`config.mk`:
```
export PLATFORM = sky130hd
export DESIGN_NAME = wimc_ctrl
export DESIGN_NICKNAME = d
export VERILOG_FILES = /design/src/rtl/wimc_ctrl.v
export VERILOG_INCLUDE_DIRS = /design/src /design/src/inc
export SDC_FILE = /design/constraint.sdc
export NUM_CORES = 1
export LEC_CHECK = 0
export ABC_AREA = 1
export BUFFER_PORTS_ARGS = -buffer_cell sky130_fd_sc_hd__buf_2
export CORE_MARGIN = 8
export CORE_UTILIZATION = 38
export CTS_BUF_LIST = sky130_fd_sc_hd__clkbuf_16
export CTS_CLUSTER_DIAMETER = 120
export DETAILED_ROUTE_END_ITERATION = 8
export PLACE_DENSITY_LB_ADDON = 0.1
export SYNTH_ARGS = -nofsm -noshare
export SYNTH_HDL_FRONTEND = slang
export SYNTH_SLANG_ARGS = --single-unit
```
`constraint.sdc`:
```
create_clock -name ref_clk -period 0.82 [get_ports ref_clk]
set_input_delay 0.082 -clock ref_clk [delete_from_list [all_inputs] [get_ports ref_clk]]
set_output_delay 0.082 -clock ref_clk [all_outputs]
set_load 0.01 [all_outputs]
```
`src/inc/wimc_regs.vh`:
```
// constants for the wake-up and interrupt mode control block
`ifndef WIMC_REGS_VH
`define WIMC_REGS_VH
`define WIMC_MODE_W      2
`define WIMC_MODE_SLEEP  2'h0
`define WIMC_MODE_IDLE   2'h1
`define WIMC_MODE_GREEN  2'h2
`define WIMC_MODE_NORMAL 2'h3
`define WIMC_SRC_W       12
`define WIMC_SRC_EXT     0
`define WIMC_SRC_PORT    1
`define WIMC_SRC_CMP     2
`define WIMC_SRC_ADC     3
`define WIMC_SRC_SPI     4
`define WIMC_SRC_MTMR    5
`define WIMC_SRC_T1      6
`define WIMC_SRC_T2      7
`define WIMC_SRC_T3      8
`define WIMC_SRC_PWM     9
`define WIMC_SRC_UTX     10
`define WIMC_SRC_URX     11
`define WIMC_SRC_NONE    12'h000
`endif

```
`src/rtl/wimc_ctrl.v`:
```
// wake-up, interrupt dispatch and reset decision across the four power modes
`timescale 1ns/1ps
`include "wimc_regs.vh"
// How it works
// RL1: in sleep/idle, external pin event wakes only with ext_pin_wake_en set
// RL2: in sleep/idle, port 6 change wakes only with port_change_wake_en set
// RL3: in sleep/idle, comparator change wakes only with comparator_wake_en set
// RL4: in sleep/idle, adc done wakes only with adc_done_wake_en set
// RL5: adc busy in sleep, idle or green keeps main and sub clocks running
// RL6: timers and pwm period match wake from idle, never from sleep
// RL7: spi wakes from sleep only as slave receiving data
// RL8: uart transmit complete never wakes; interrupt only in green or normal
// RL9: uart receive full or error never wakes; interrupt only in green or normal
// RL10: in green/normal, events vector if interrupts enabled, else continue
// RL11: watchdog time-out or low voltage resets the device in every mode
// RL12: wake enables are latched when the sleep instruction executes
// RL13: with interrupts disabled, wake resumes at the instruction after sleep
module wimc_ctrl (
    ref_clk,
    sys_rst,
    mode,
    sleep_instr,
    global_int_enable_instr,
    global_int_disable_instr,
    ext_pin_wake_en,
    port_change_wake_en,
    comparator_wake_en,
    adc_done_wake_en,
    spi_slave_rx,
    adc_busy,
    src_event,
    wdt_timeout,
    low_voltage,
    wake_up,
    int_take,
    int_src,
    resume_next,
    int_enabled,
    device_reset,
    main_clock_keep,
    sub_clock_keep
);
    input  wire                     ref_clk;
    input  wire                     sys_rst;
    input  wire [`WIMC_MODE_W-1:0]  mode;
    input  wire                     sleep_instr;
    input  wire                     global_int_enable_instr;
    input  wire                     global_int_disable_instr;
    input  wire                     ext_pin_wake_en;
    input  wire                     port_change_wake_en;
    input  wire                     comparator_wake_en;
    input  wire                     adc_done_wake_en;
    input  wire                     spi_slave_rx;
    input  wire                     adc_busy;
    input  wire [`WIMC_SRC_W-1:0]   src_event;
    input  wire                     wdt_timeout;
    input  wire                     low_voltage;
    output reg                      wake_up;
    output reg                      int_take;
    output reg  [`WIMC_SRC_W-1:0]   int_src;
    output reg                      resume_next;
    output wire                     int_enabled;
    output reg                      device_reset;
    output reg                      main_clock_keep;
    output reg                      sub_clock_keep;

    reg                     gie_q;
    reg [3:0]               wen_q;
    reg [`WIMC_SRC_W-1:0]   wake_mask;
    wire                    low_power;

    // one place for the "any source pending" reduction used by the wake, interrupt and resume outcomes
    function any_set;
        input [`WIMC_SRC_W-1:0] v;
        begin
            any_set = |v;
        end
    endfunction

    assign int_enabled = gie_q;
    assign low_power = (mode == `WIMC_MODE_SLEEP) || (mode == `WIMC_MODE_IDLE);

    // global interrupt enable, driven by the enable/disable instructions
    always @(posedge ref_clk) begin
        if (sys_rst) begin
            gie_q <= 1'b0;
        end else if (global_int_enable_instr) begin
            gie_q <= 1'b1;
        end else if (global_int_disable_instr) begin
            gie_q <= 1'b0;
        end
    end

    // enables sampled at the sleep instruction; later writes do not count until next sleep
    always @(posedge ref_clk) begin
        if (sys_rst) begin
            wen_q <= 4'h0;
        end else if (sleep_instr) begin
            wen_q <= {adc_done_wake_en, comparator_wake_en,
                      port_change_wake_en, ext_pin_wake_en}; // RL12
        end
    end

    // which sources may wake in the current low-power mode
    always @* begin
        wake_mask = `WIMC_SRC_NONE;
        case (mode)
            `WIMC_MODE_SLEEP, `WIMC_MODE_IDLE: begin
                wake_mask[`WIMC_SRC_EXT]  = wen_q[0]; // RL1
                wake_mask[`WIMC_SRC_PORT] = wen_q[1]; // RL2
                wake_mask[`WIMC_SRC_CMP]  = wen_q[2]; // RL3
                wake_mask[`WIMC_SRC_ADC]  = wen_q[3]; // RL4
                wake_mask[`WIMC_SRC_SPI]  = spi_slave_rx; // RL7
                if (mode == `WIMC_MODE_IDLE) begin
                    wake_mask[`WIMC_SRC_MTMR] = 1'b1; // RL6
                    wake_mask[`WIMC_SRC_T1]   = 1'b1; // RL6
                    wake_mask[`WIMC_SRC_T2]   = 1'b1; // RL6
                    wake_mask[`WIMC_SRC_T3]   = 1'b1; // RL6
                    wake_mask[`WIMC_SRC_PWM]  = 1'b1; // RL6
                end
                // uart sources stay masked here
                wake_mask[`WIMC_SRC_UTX] = 1'b0; // RL8
                wake_mask[`WIMC_SRC_URX] = 1'b0; // RL9
            end
            default: wake_mask = `WIMC_SRC_NONE;
        endcase
    end

    // outcome registered so the core sees clean one-cycle pulses
    always @(posedge ref_clk) begin
        if (sys_rst) begin
            wake_up         <= 1'b0;
            int_take        <= 1'b0;
            int_src         <= `WIMC_SRC_NONE;
            resume_next     <= 1'b0;
            device_reset    <= 1'b0;
            main_clock_keep <= 1'b0;
            sub_clock_keep  <= 1'b0;
        end else begin
            device_reset    <= wdt_timeout | low_voltage; // RL11
            main_clock_keep <= adc_busy & (mode != `WIMC_MODE_NORMAL); // RL5
            sub_clock_keep  <= adc_busy & (mode != `WIMC_MODE_NORMAL); // RL5
            if (wdt_timeout | low_voltage) begin
                // reset wins over any wake or interrupt in the same cycle
                wake_up     <= 1'b0;
                int_take    <= 1'b0;
                int_src     <= `WIMC_SRC_NONE;
                resume_next <= 1'b0;
            end else if (low_power) begin
                wake_up     <= any_set(src_event & wake_mask);
                int_take    <= gie_q & any_set(src_event & wake_mask);
                int_src     <= gie_q ? (src_event & wake_mask) : `WIMC_SRC_NONE;
                resume_next <= ~gie_q & any_set(src_event & wake_mask); // RL13
            end else begin
                wake_up     <= 1'b0;
                int_take    <= gie_q & any_set(src_event); // RL10
                int_src     <= gie_q ? src_event : `WIMC_SRC_NONE; // RL10
                resume_next <= ~gie_q & any_set(src_event); // RL10
            end
        end
    end
endmodule // wimc_ctrl

```
==> impl_metrics.toml, run 1 <==
[clocking]
cts_setup_buffers = 0
cts_sinks = 22
numCtsBuffers = 3
cts_buffer_depth = 2
clock_latency_ns = 0.25
h-tree-depth = 1
path_clk_slew_ns = 0.06
cts_tree = "done"
root_buffer = "clkbuf_16"

[synth]
synth_nets = 125
ys_types = 18
yosysSeqAreaShare_pct = 54.1
ys_ff_latch = 22
muxShareOfSynthArea_pct = 0
synth-simple-area-share_pct = 32.7
ys.warnings.count = 0
synth_fa_ha_area_share_pct = 0
synth_xor_area_share_pct = 0
synth_area_sq_um = 815
synth_compound_area_share_pct = 6.14
synth_top_family_by_area = "simple AND/OR/NAND/NOR gates"
synth_area_per_cell_sq_um = 8.31
postSynthCellCount = 98

[timing]
slew_violations = 0
fin_skew_ns = 0.00312
setup_slack_ns = -0.0853
rsz0062_at_grt = "true"
post-route-period-util_pct = 110
worst_slew_pin_slew_ns = 0.391
finalHoldViolCount = 0
setup_viol = 4
fin_tns_setup_ns = -0.240
clock.fmax_mhz = 1100
relSlewSlack_pct = 73.8
fin_crit_ns = 0.905

[layout]
fill_cells = 189
final_common_cell = "buf_2"
final_cell_count_no_fill = 179
antennaDiodeCount = 0
drive_above_1_share_pct = 48.0
syn_to_final_growth_pct = 51.9
seqCellArea_sq_um = 444
final_cell_mix = "buf_2 (44), nand2_1 (21), dfxtp_1 (19), nor2_1 (13), buf_4 (8)"
multiInputGateArea_sq_um = 345
layout.nets = 180

[placed_design]
place_inst = 175
numPortBuffers = 45
post-dp-hpwl_mm = 1.67
routabilityCongestion = 0.779

[critical_path]
cp-start-kind = "register"
worstSetupPathType = "register to register"
worst-path-max-fanout = 2
setup.worst_path.end_class = "register"
cp.arrival_ns = 1.04
worstPathRequired_ns = 0.96

[hold_path]
hold_class = "input pin to register"

[detailed_routing]
drtPass1Iterations = 4
wl_per_cell_microns = 11.8
drt.antenna.violating_nets = 0
via_per_inst = 4.53
vias = 810
drc = 0
drt-initial-drc-count = 8
routed_wirelength_mm = 2.10

[power_and_ir_drop]
p_int_w = 0.00189
pwr-share-comb_pct = 11.7
vdd_drop_max_uv = 1270
p_clk_share_pct = 42.0
switchingPower_w = 0.000512
pwr-share-seq_pct = 46.3
cellPowerDensity_nw_per_um2 = 1940
p_leak_nw = 0.640
swShare_pct = 21.3

[global_route]
busiest_layer = "met2"
grtUsageMet3_pct = 5.56
grt_pass1_wl_mm = 3.55
grt_use_total_pct = 10.8
overflow = 0
globalRouteMet1Util_pct = 11.3
grt_max_degree = 14
antenna_found_initial = 0
grtUsageMet2_pct = 17.7
grt_pass1_vias = 842

[die]
dieArea_sq_um = 3880
initial_core_util_pct = 40.7
rows = 16
core_area_sq_um = 2000
dieHeight_microns = 62.3
fp.dieW_microns = 62.3
pin_count = 46

[run_status]
violations = "setup timing"
status = "finished, violations left"

[flow_run]
drv_cap = 0
## cells in the mapped netlist, drive strengths merged
library cell,instances,area [sq um]
inv,8,30.0
dfxtp,22,440
clkbuf,1,3.75
nand3b,1,7.51
or2,1,8.76
nor3,3,15.0
nor2,17,71.3
buf,3,23.8
nor3b,6,60.1
o21ai,5,25.0
nand3,3,15.0
nand2,23,88.8
a21oi,5,25.0
## cell families after synthesis
group / after synthesis
compound gates: 10
buf+inv: 12
flops: 22
simple gates: 54
## worst paths after layout
check / depth (start not counted) / endpoint / slack (ns) / from
hold reg to reg: 2 / int_src[0] / 0.58 / int_enabled
setup reg to reg: 6 / int_take / -0.09 / wen_q[1]
setup / recovery: 6 / int_take / -0.09 / wen_q[1]
hold / removal: 3 / sub_clock_keep / 0.06 / adc_busy
## through the flow
stage	hold WS (ns)	setup slack, ns	total power (W)	cell area [sq um]	utilization, %
CTS	0.0477	-0.103	0.00240	1200	59.9
global placement	0.292	-0.148	0.00138	1110	55.6
finish	0.0559	-0.0853	0.00240	1240	61.8
global route	0.0636	-0.141	0.00252	1240	61.8
detailed placement	0.307	-0.201	0.00139	1110	55.6
floorplan	0.202	-0.0147	0.00125	815	-
## registers in the layout (all words and copies together), names as in the netlist
name            cells
int_enabled         1
sub_clock_keep      1
device_reset        1
resume_next         1
wen_q               4
int_src            12
wake_up             1
int_take            1
## area by class of cell
class | count | share of cell area, %
Inverter | 8 | 2.63
Multi-Input combinational cell | 64 | 27.9
Timing Repair Buffer | 54 | 24.5
Tap cell | 27 | 2.73
Clock buffer | 3 | 6.07
Sequential cell | 22 | 35.9
Clock inverter | 1 | 0.303
## power by group through the flow
| stage | Sequential [W] | Clock (W) | Combinational [W] |
|---|---|---|---|
| after floorplan | 0.00114 | 0 | 0.000103 |
| after global placement | 0.00113 | 0 | 0.000253 |
| after detailed placement | 0.00113 | 0 | 0.000256 |
| after CTS | 0.00111 | 0.00103 | 0.000262 |
| after global routing | 0.00111 | 0.00109 | 0.000311 |
| final | 0.00111 | 0.00101 | 0.000281 |
## worst max-delay path, stage by stage (launching register included)
cell     delay [ns]
dfxtp_1        0.31
nand2_1        0.06
nand3_1        0.09
nor2_2         0.11
nand3_1        0.10
nand2_2        0.08
nor2_1         0.04
## metal layers
| layer | wire length [microns] | share of wire, % |
|---|---|---|
| met2 | 1010 | 48 |
| met1 | 849 | 40 |
| met3 | 214 | 10 |
| met4 | 35 | 1.7 |
| met5 | 0 | 0 |
## timing repair
action	CTS	global route
pin swaps	0	4
hold endpoints to repair	0	0
hold buffers	0	0
cloned	0	0
gates resized for setup	2	14
setup endpoints to repair	5	12
Note: power is estimated with default switching activity, not from simulation.
==> inputs of run 2 (changes only) <==
--- a/config.mk
+++ b/config.mk
@@ -6,10 +6,9 @@
 export SDC_FILE = /design/constraint.sdc
 export NUM_CORES = 1
 export LEC_CHECK = 0
-export ABC_AREA = 1
 export BUFFER_PORTS_ARGS = -buffer_cell sky130_fd_sc_hd__buf_2
 export CORE_MARGIN = 8
-export CORE_UTILIZATION = 38
+export CORE_UTILIZATION = 37
 export CTS_BUF_LIST = sky130_fd_sc_hd__clkbuf_16
 export CTS_CLUSTER_DIAMETER = 120
 export DETAILED_ROUTE_END_ITERATION = 8
==> run 2 against run 1 <==
The flow still finishes with violations (setup timing). Setup slack lost 0.27 ns. Clock power shrank 4%. Die area shrank 0.21%. Synthesized cell count shrank 22%. Sequential power is essentially flat. First-iteration DRC count grew 25%. Highest routed layer unchanged.
==> impl_metrics.toml, run 2 <==
[synth]
muxShareOfSynthArea_pct = 5.06
yosysMostFrequentCell = "dfxtp_1"
ys_ff_latch = 22
ys.flop_type = "dfxtp_1"
synth_nets = 103
synth_fa_ha_area_share_pct = 0
yosysSeqAreaShare_pct = 55.7
synth_commonest_cells = "dfxtp_1 (22), nor2_1 (13), and2_1 (5), o21ai_0 (5), mux2i_1 (4)"
synth_area_leaders = "dfxtp_1 (56%), nor2_1 (6.2%), mux2i_1 (5.1%)"
synth_xor_area_share_pct = 0
synth_top_family_by_area = "simple AND/OR/NAND/NOR gates"
postSynthCellCount = 76
synth_area_sq_um = 791
ys.warnings.count = 0
synth_area_per_cell_sq_um = 10.4
synth-simple-area-share_pct = 24.1
synth_top_area_cell = "dfxtp_1"
ys_types = 25
synth-async-reset-ratio_pct = 0
yosysTopAreaCellShare_pct = 55.7
synth_edf_count = 0
synth_compound_area_share_pct = 10.3

[die]
dieHeight_microns = 62.2
fp.dieW_microns = 62.2
dieArea_sq_um = 3870
initial_core_util_pct = 39.9
rows = 16
pin_count = 46
core_area_sq_um = 1980

[critical_path]
timing.rr.end = "int_src[5]"
worstPathBufferInverterCount = 0
slowest_delay_ns = 0.50
worst-path-max-fanout = 5
setup.worst_path.end_class = "register"
worstSetupPathType = "register to register"
worstPathCellList = "or4b_4 > nor2_4 > and2_1"
path_delay_family = "simple AND/OR/NAND/NOR gates"
worstPathRequired_ns = 1.01
cp-start-kind = "register"
rrSetupSlack_ns = -0.35
reg2reg_from = "int_enabled"
cp.arrival_ns = 1.36
slowest_stage = "or4b_4"
r2r_cells = 3

[layout]
layout.nets = 167
regMostFlops = "int_src"
final_cell_mix = "buf_2 (44), dfxtp_1 (20), buf_4 (18), nor2_1 (13)"
largest_reg_flops = 12
syn_to_final_growth_pct = 65.0
final_common_cell = "buf_2"
fill_cells = 179
top_regs = "int_src: 12 flops, wen_q: 4 flops"
drive_above_1_share_pct = 58.7
antennaDiodeCount = 0
final_area_sq_um = 1310

[power_and_ir_drop]
p_total_w = 0.00240
cellPowerDensity_nw_per_um2 = 1840
vdd_drop_max_uv = 1040
p_leak_nw = 0.657

[timing]
setup_slack_ns = -0.353
hold_ws_ns = 0.0472
finalHoldViolCount = 0
setup_viol = 17
fin_tns_setup_ns = -4.71
fin_skew_ns = 0.000639
relSlewSlack_pct = 76.9
worst_slew_pin_slew_ns = 0.346
post-route-period-util_pct = 143
clock.fmax_mhz = 853
rsz0062_at_grt = "true"
fin_crit_ns = 1.17
slew_violations = 0

[detailed_routing]
wl_per_cell_microns = 13.3
via_per_inst = 4.61
drtPass1Iterations = 4
vias = 761
routed_wirelength_mm = 2.20
drt-initial-drc-count = 10
drt.antenna.violating_nets = 0
drc = 0

[global_route]
grt_use_total_pct = 11.1
grt_pass1_vias = 872
antenna_found_initial = 0
overflow = 0
grt_max_degree = 12
grt_pass1_wl_mm = 3.66

[hold_path]
holdPathStages = 3
hold_path_end = "sub_clock_keep"
worstHoldStart = "adc_busy"
hold_class = "input pin to register"

[placed_design]
numPortBuffers = 45
routabilityCongestion = 0.738
post-dp-hpwl_mm = 1.76
dpl_cell_area_sq_um = 1190

[run_status]
status = "finished, violations left"
violations = "setup timing"

[clocking]
cts_hold_buf = 0
clock_latency_ns = 0.24
cts_sinks = 22
path_clk_slew_ns = 0.05
cts_buffer_depth = 2
h-tree-depth = 1
cts_tree = "done"
numCtsBuffers = 3
root_buffer = "clkbuf_16"

[flow_run]
drv_cap = 0
-- run 2: cell types whose count changed in the layout (fill, tap and decap cells not counted), moves of 3 or more --
cell     previous run  this run
a21oi_1             4         0
and2_1              0         5
buf_4               8        18
inv_1               7         2
mux2i_1             0         4
nand2_1            21         0
nand3_1             3         0
nor3_1              3         0
nor3b_2             4         0
-- run 2: what timing repair did --
item	4_1_cts	5_1_grt
resized for setup	8	1
endpoints found under the hold margin	0	0
endpoints found under the setup margin	16	17
pin swaps	7	3
buffers inserted	2	2
-- run 2: cell families after synthesis --
family          count (synthesis)
compound gates                 13
buf+inv                         7
flops                          22
mux                             4
simple gates                   30
-- run 2: report_power, final --
group / internal, W / switching (W) / leakage, nW
Clock: 0.000641 / 0.000326 / 0.0370
Sequential: 0.00110 / 0.0000122 / 0.180
Combinational: 0.000173 / 0.000141 / 0.440
-- run 2: worst max path at each step --
| stage | start | endpoint | slack, ns | cells past startpoint |
|---|---|---|---|---|
| 6_report | int_enabled | int_src[5] | -0.35 | 3 |
| 5_1_grt | int_enabled | int_src[5] | -0.39 | 3 |
| 4_1_cts | int_enabled | int_src[5] | -0.35 | 3 |
| 3_5_place_dp | src_event[8] | resume_next | -0.49 | 4 |
| 3_3_place_gp | src_event[8] | int_take | -0.46 | 4 |
| 2_1_floorplan | int_enabled | int_src[5] | -0.38 | 4 |
-- run 2: cell type report --
cell class	count	area [sq um]	share of cell area, %
Timing Repair Buffer	64	378	29.0
Inverter	2	7.51	0.575
Clock buffer	3	75.1	5.75
Tap cell	27	33.8	2.59
Sequential cell	22	443	33.9
Multi-Input combinational cell	47	368	28.2
-- run 2: metal layers --
metal  global-route usage, %  share of wire [%]
met1                    12.3                 44
met2                    18.6                 46
met3                    4.66                8.7
met4                    3.79                1.2
met5                       0                  0
-- run 2: worst reg2reg max path, delay by kind of cell, from the launching register on --
family        cells  cell delay, ns
simple gates      3            0.77
flops             1            0.34
-- run 2: through the flow --
| stage | std cells | utilization (%) | setup WS [ns] |
|---|---|---|---|
| 6_report | 165 | 65.8 | -0.353 |
| 5_1_grt | 165 | 65.8 | -0.388 |
| 4_1_cts | 165 | 66.0 | -0.348 |
| 3_5_place_dp | 160 | 59.9 | -0.488 |
| 3_3_place_gp | 160 | 59.9 | -0.465 |
| 2_1_floorplan | 76 | - | -0.383 |
==> inputs of run 3 (changes only) <==
--- a/config.mk
+++ b/config.mk
@@ -7,6 +7,7 @@
 export NUM_CORES = 1
 export LEC_CHECK = 0
 export BUFFER_PORTS_ARGS = -buffer_cell sky130_fd_sc_hd__buf_2
+export CORE_ASPECT_RATIO = 1.4
 export CORE_MARGIN = 8
 export CORE_UTILIZATION = 37
 export CTS_BUF_LIST = sky130_fd_sc_hd__clkbuf_16
==> constraint.sdc (replaced) <==
create_clock -name ref_clk -period 0.82 [get_ports ref_clk]
set_input_delay 0.123 -clock ref_clk [delete_from_list [all_inputs] [get_ports ref_clk]]
set_output_delay 0.123 -clock ref_clk [all_outputs]
set_load 0.01 [all_outputs]
==> run 3 against run 2 <==
The flow still finishes with violations (setup timing). Total power rose by 17%. Clock-buffer cell count did not move. Die area rose by 0.54%. Maximum frequency rose by 2.0%. Critical path type unchanged. Critical endpoint is now int_src[3]. Largest cell class unchanged. Largest power group is now the clock network.
==> impl_metrics.toml, run 3 (synthesis results as in run 2) <==
[run_status]
status = "finished, violations left"
violations = "setup timing"

[timing]
relSlewSlack_pct = 78.4
fin_crit_ns = 1.15
hold_ws_ns = 0.0816
clock.fmax_mhz = 870
rsz0062_at_grt = "true"
setup_viol = 16
setup_slack_ns = -0.329
worst_slew_pin_slew_ns = 0.324
slew_violations = 0
post-route-period-util_pct = 140
finalHoldViolCount = 0
fin_skew_ns = 0.00563

[global_route]
grt_max_degree = 14
grt_use_total_pct = 11.2
antenna_found_initial = 0
grt_pass1_wl_mm = 3.35
grt_pass1_vias = 843
overflow = 0

[critical_path]
slowest_stage = "or4b_4"
cp.arrival_ns = 1.34
worstPathRequired_ns = 1.01
crit_end = "int_src[3]"
startpoint = "int_enabled"
worstPathCellList = "or4b_4 > buf_4 > nor2_1"
r2r_cells = 3
worstSetupPathType = "register to register"
timing.rr.end = "int_src[3]"
cp-start-kind = "register"
path_delay_family = "simple AND/OR/NAND/NOR gates"
worstPathBufferInverterCount = 1
reg2reg_from = "int_enabled"
worst-path-max-fanout = 5
slowest_delay_ns = 0.50
cp.depth = 3
rrSetupSlack_ns = -0.33
setup.worst_path.end_class = "register"

[clocking]
clock_latency_ns = 0.26
cts_tree = "done"
cts_buffer_depth = 2
cts_hold_buf = 0
cts_sinks = 22
h-tree-depth = 1
path_clk_slew_ns = 0.06
root_buffer = "clkbuf_16"
numCtsBuffers = 3

[detailed_routing]
routed_wirelength_mm = 2.22
vias = 785
drc = 0
drtPass1Iterations = 4
via_per_inst = 4.85
wl_per_cell_microns = 13.7
drt-initial-drc-count = 30
drt.antenna.violating_nets = 0

[power_and_ir_drop]
vdd_drop_max_uv = 1430
cellPowerDensity_nw_per_um2 = 2030
p_leak_nw = 0.683

[die]
initial_core_util_pct = 37.6
dieArea_sq_um = 3890
fp.dieW_microns = 55.1
dieHeight_microns = 70.7
core_area_sq_um = 2100
pin_count = 46
rows = 20

[layout]
utilization_pct = 65.6
final_common_cell = "buf_2"
drive_above_1_share_pct = 62.9
fill_cells = 172
regMostFlops = "int_src"
antennaDiodeCount = 0
top_regs = "int_src: 12 flops, wen_q: 4 flops"
final_cell_mix = "buf_2 (38), buf_4 (20), dfxtp_1 (16), nor2_1 (13), buf_6 (7)"
syn_to_final_growth_pct = 74.4
layout.nets = 168
largest_reg_flops = 12

[placed_design]
routabilityCongestion = 0.800
post-dp-hpwl_mm = 1.78
numPortBuffers = 45

[hold_path]
hold_class = "input pin to register"

[flow_run]
drv_cap = 0
-- run 3: cell types whose count changed in the layout (fill, tap and decap cells not counted) --
cell | before | now
bufinv_16 | 0 | 1
dfxtp_2 | 2 | 6
buf_6 | 2 | 7
or4_4 | 2 | 3
or4_1 | 1 | 0
buf_2 | 44 | 38
dfxtp_1 | 20 | 16
buf_4 | 18 | 20
-- run 3: timing repair --
action | 4_1_cts | 5_1_grt
resized for setup | 8 | 10
buffers inserted | 1 | 0
pin swaps | 11 | 4
endpoints found under the setup margin | 16 | 28
-- run 3: where the power goes --
part	switching, W	total [W]	leakage, nW	internal [W]
registers	0.0000135	0.00111	0.181	0.00110
clock network	0.000383	0.00135	0.0511	0.000969
logic	0.000140	0.000326	0.451	0.000186
-- run 3: how the worst min path moves through the flow --
stage	from	to	slack, ns	cells after the start
2_1_floorplan	mode[0]	sub_clock_keep	0.22	1
3_3_place_gp	global_int_enable_instr	int_enabled	0.34	3
3_5_place_dp	adc_busy	sub_clock_keep	0.35	3
4_1_cts	adc_busy	sub_clock_keep	0.09	3
5_1_grt	adc_busy	sub_clock_keep	0.08	3
6_report	adc_busy	sub_clock_keep	0.08	3
-- run 3: layout make-up --
class / count / area (sq um) / area share (%)
clock inverter: 1 / 30.0 / 2.18
sequential: 22 / 448 / 32.5
tap: 22 / 27.5 / 2.00
timing repair buffer: 65 / 419 / 30.4
clock buffer: 3 / 75.1 / 5.44
inverter: 2 / 7.51 / 0.544
multi-input combinational: 47 / 372 / 27.0
-- run 3: through the flow --
step	instances	power [W]	worst slack (ns)	setup TNS, ns	instance area, sq um
after floorplan	76	0.00124	-0.383	-4.21	832
after global placement	158	0.00143	-0.505	-4.66	1200
after detailed placement	158	0.00143	-0.549	-4.82	1200
after CTS	163	0.00280	-0.341	-4.42	1350
after global routing	162	0.00287	-0.378	-4.99	1380
final	162	0.00279	-0.329	-4.21	1380
-- run 3: routing by layer --
metal	up-vias	track usage [%]	share of wire [%]
li1	395	-	-
met1	361	10.4	34
met2	24	19.5	55
met3	5	4.61	9.3
met4	0	5.63	1.9
met5	-	0	0
-- run 3: worst reg2reg max path, delay by kind of cell, from the launching register on --
family	cells	cell delay, ns
buffers and inverters	1	0.18
DFF	1	0.33
and+or+nand+nor	2	0.58
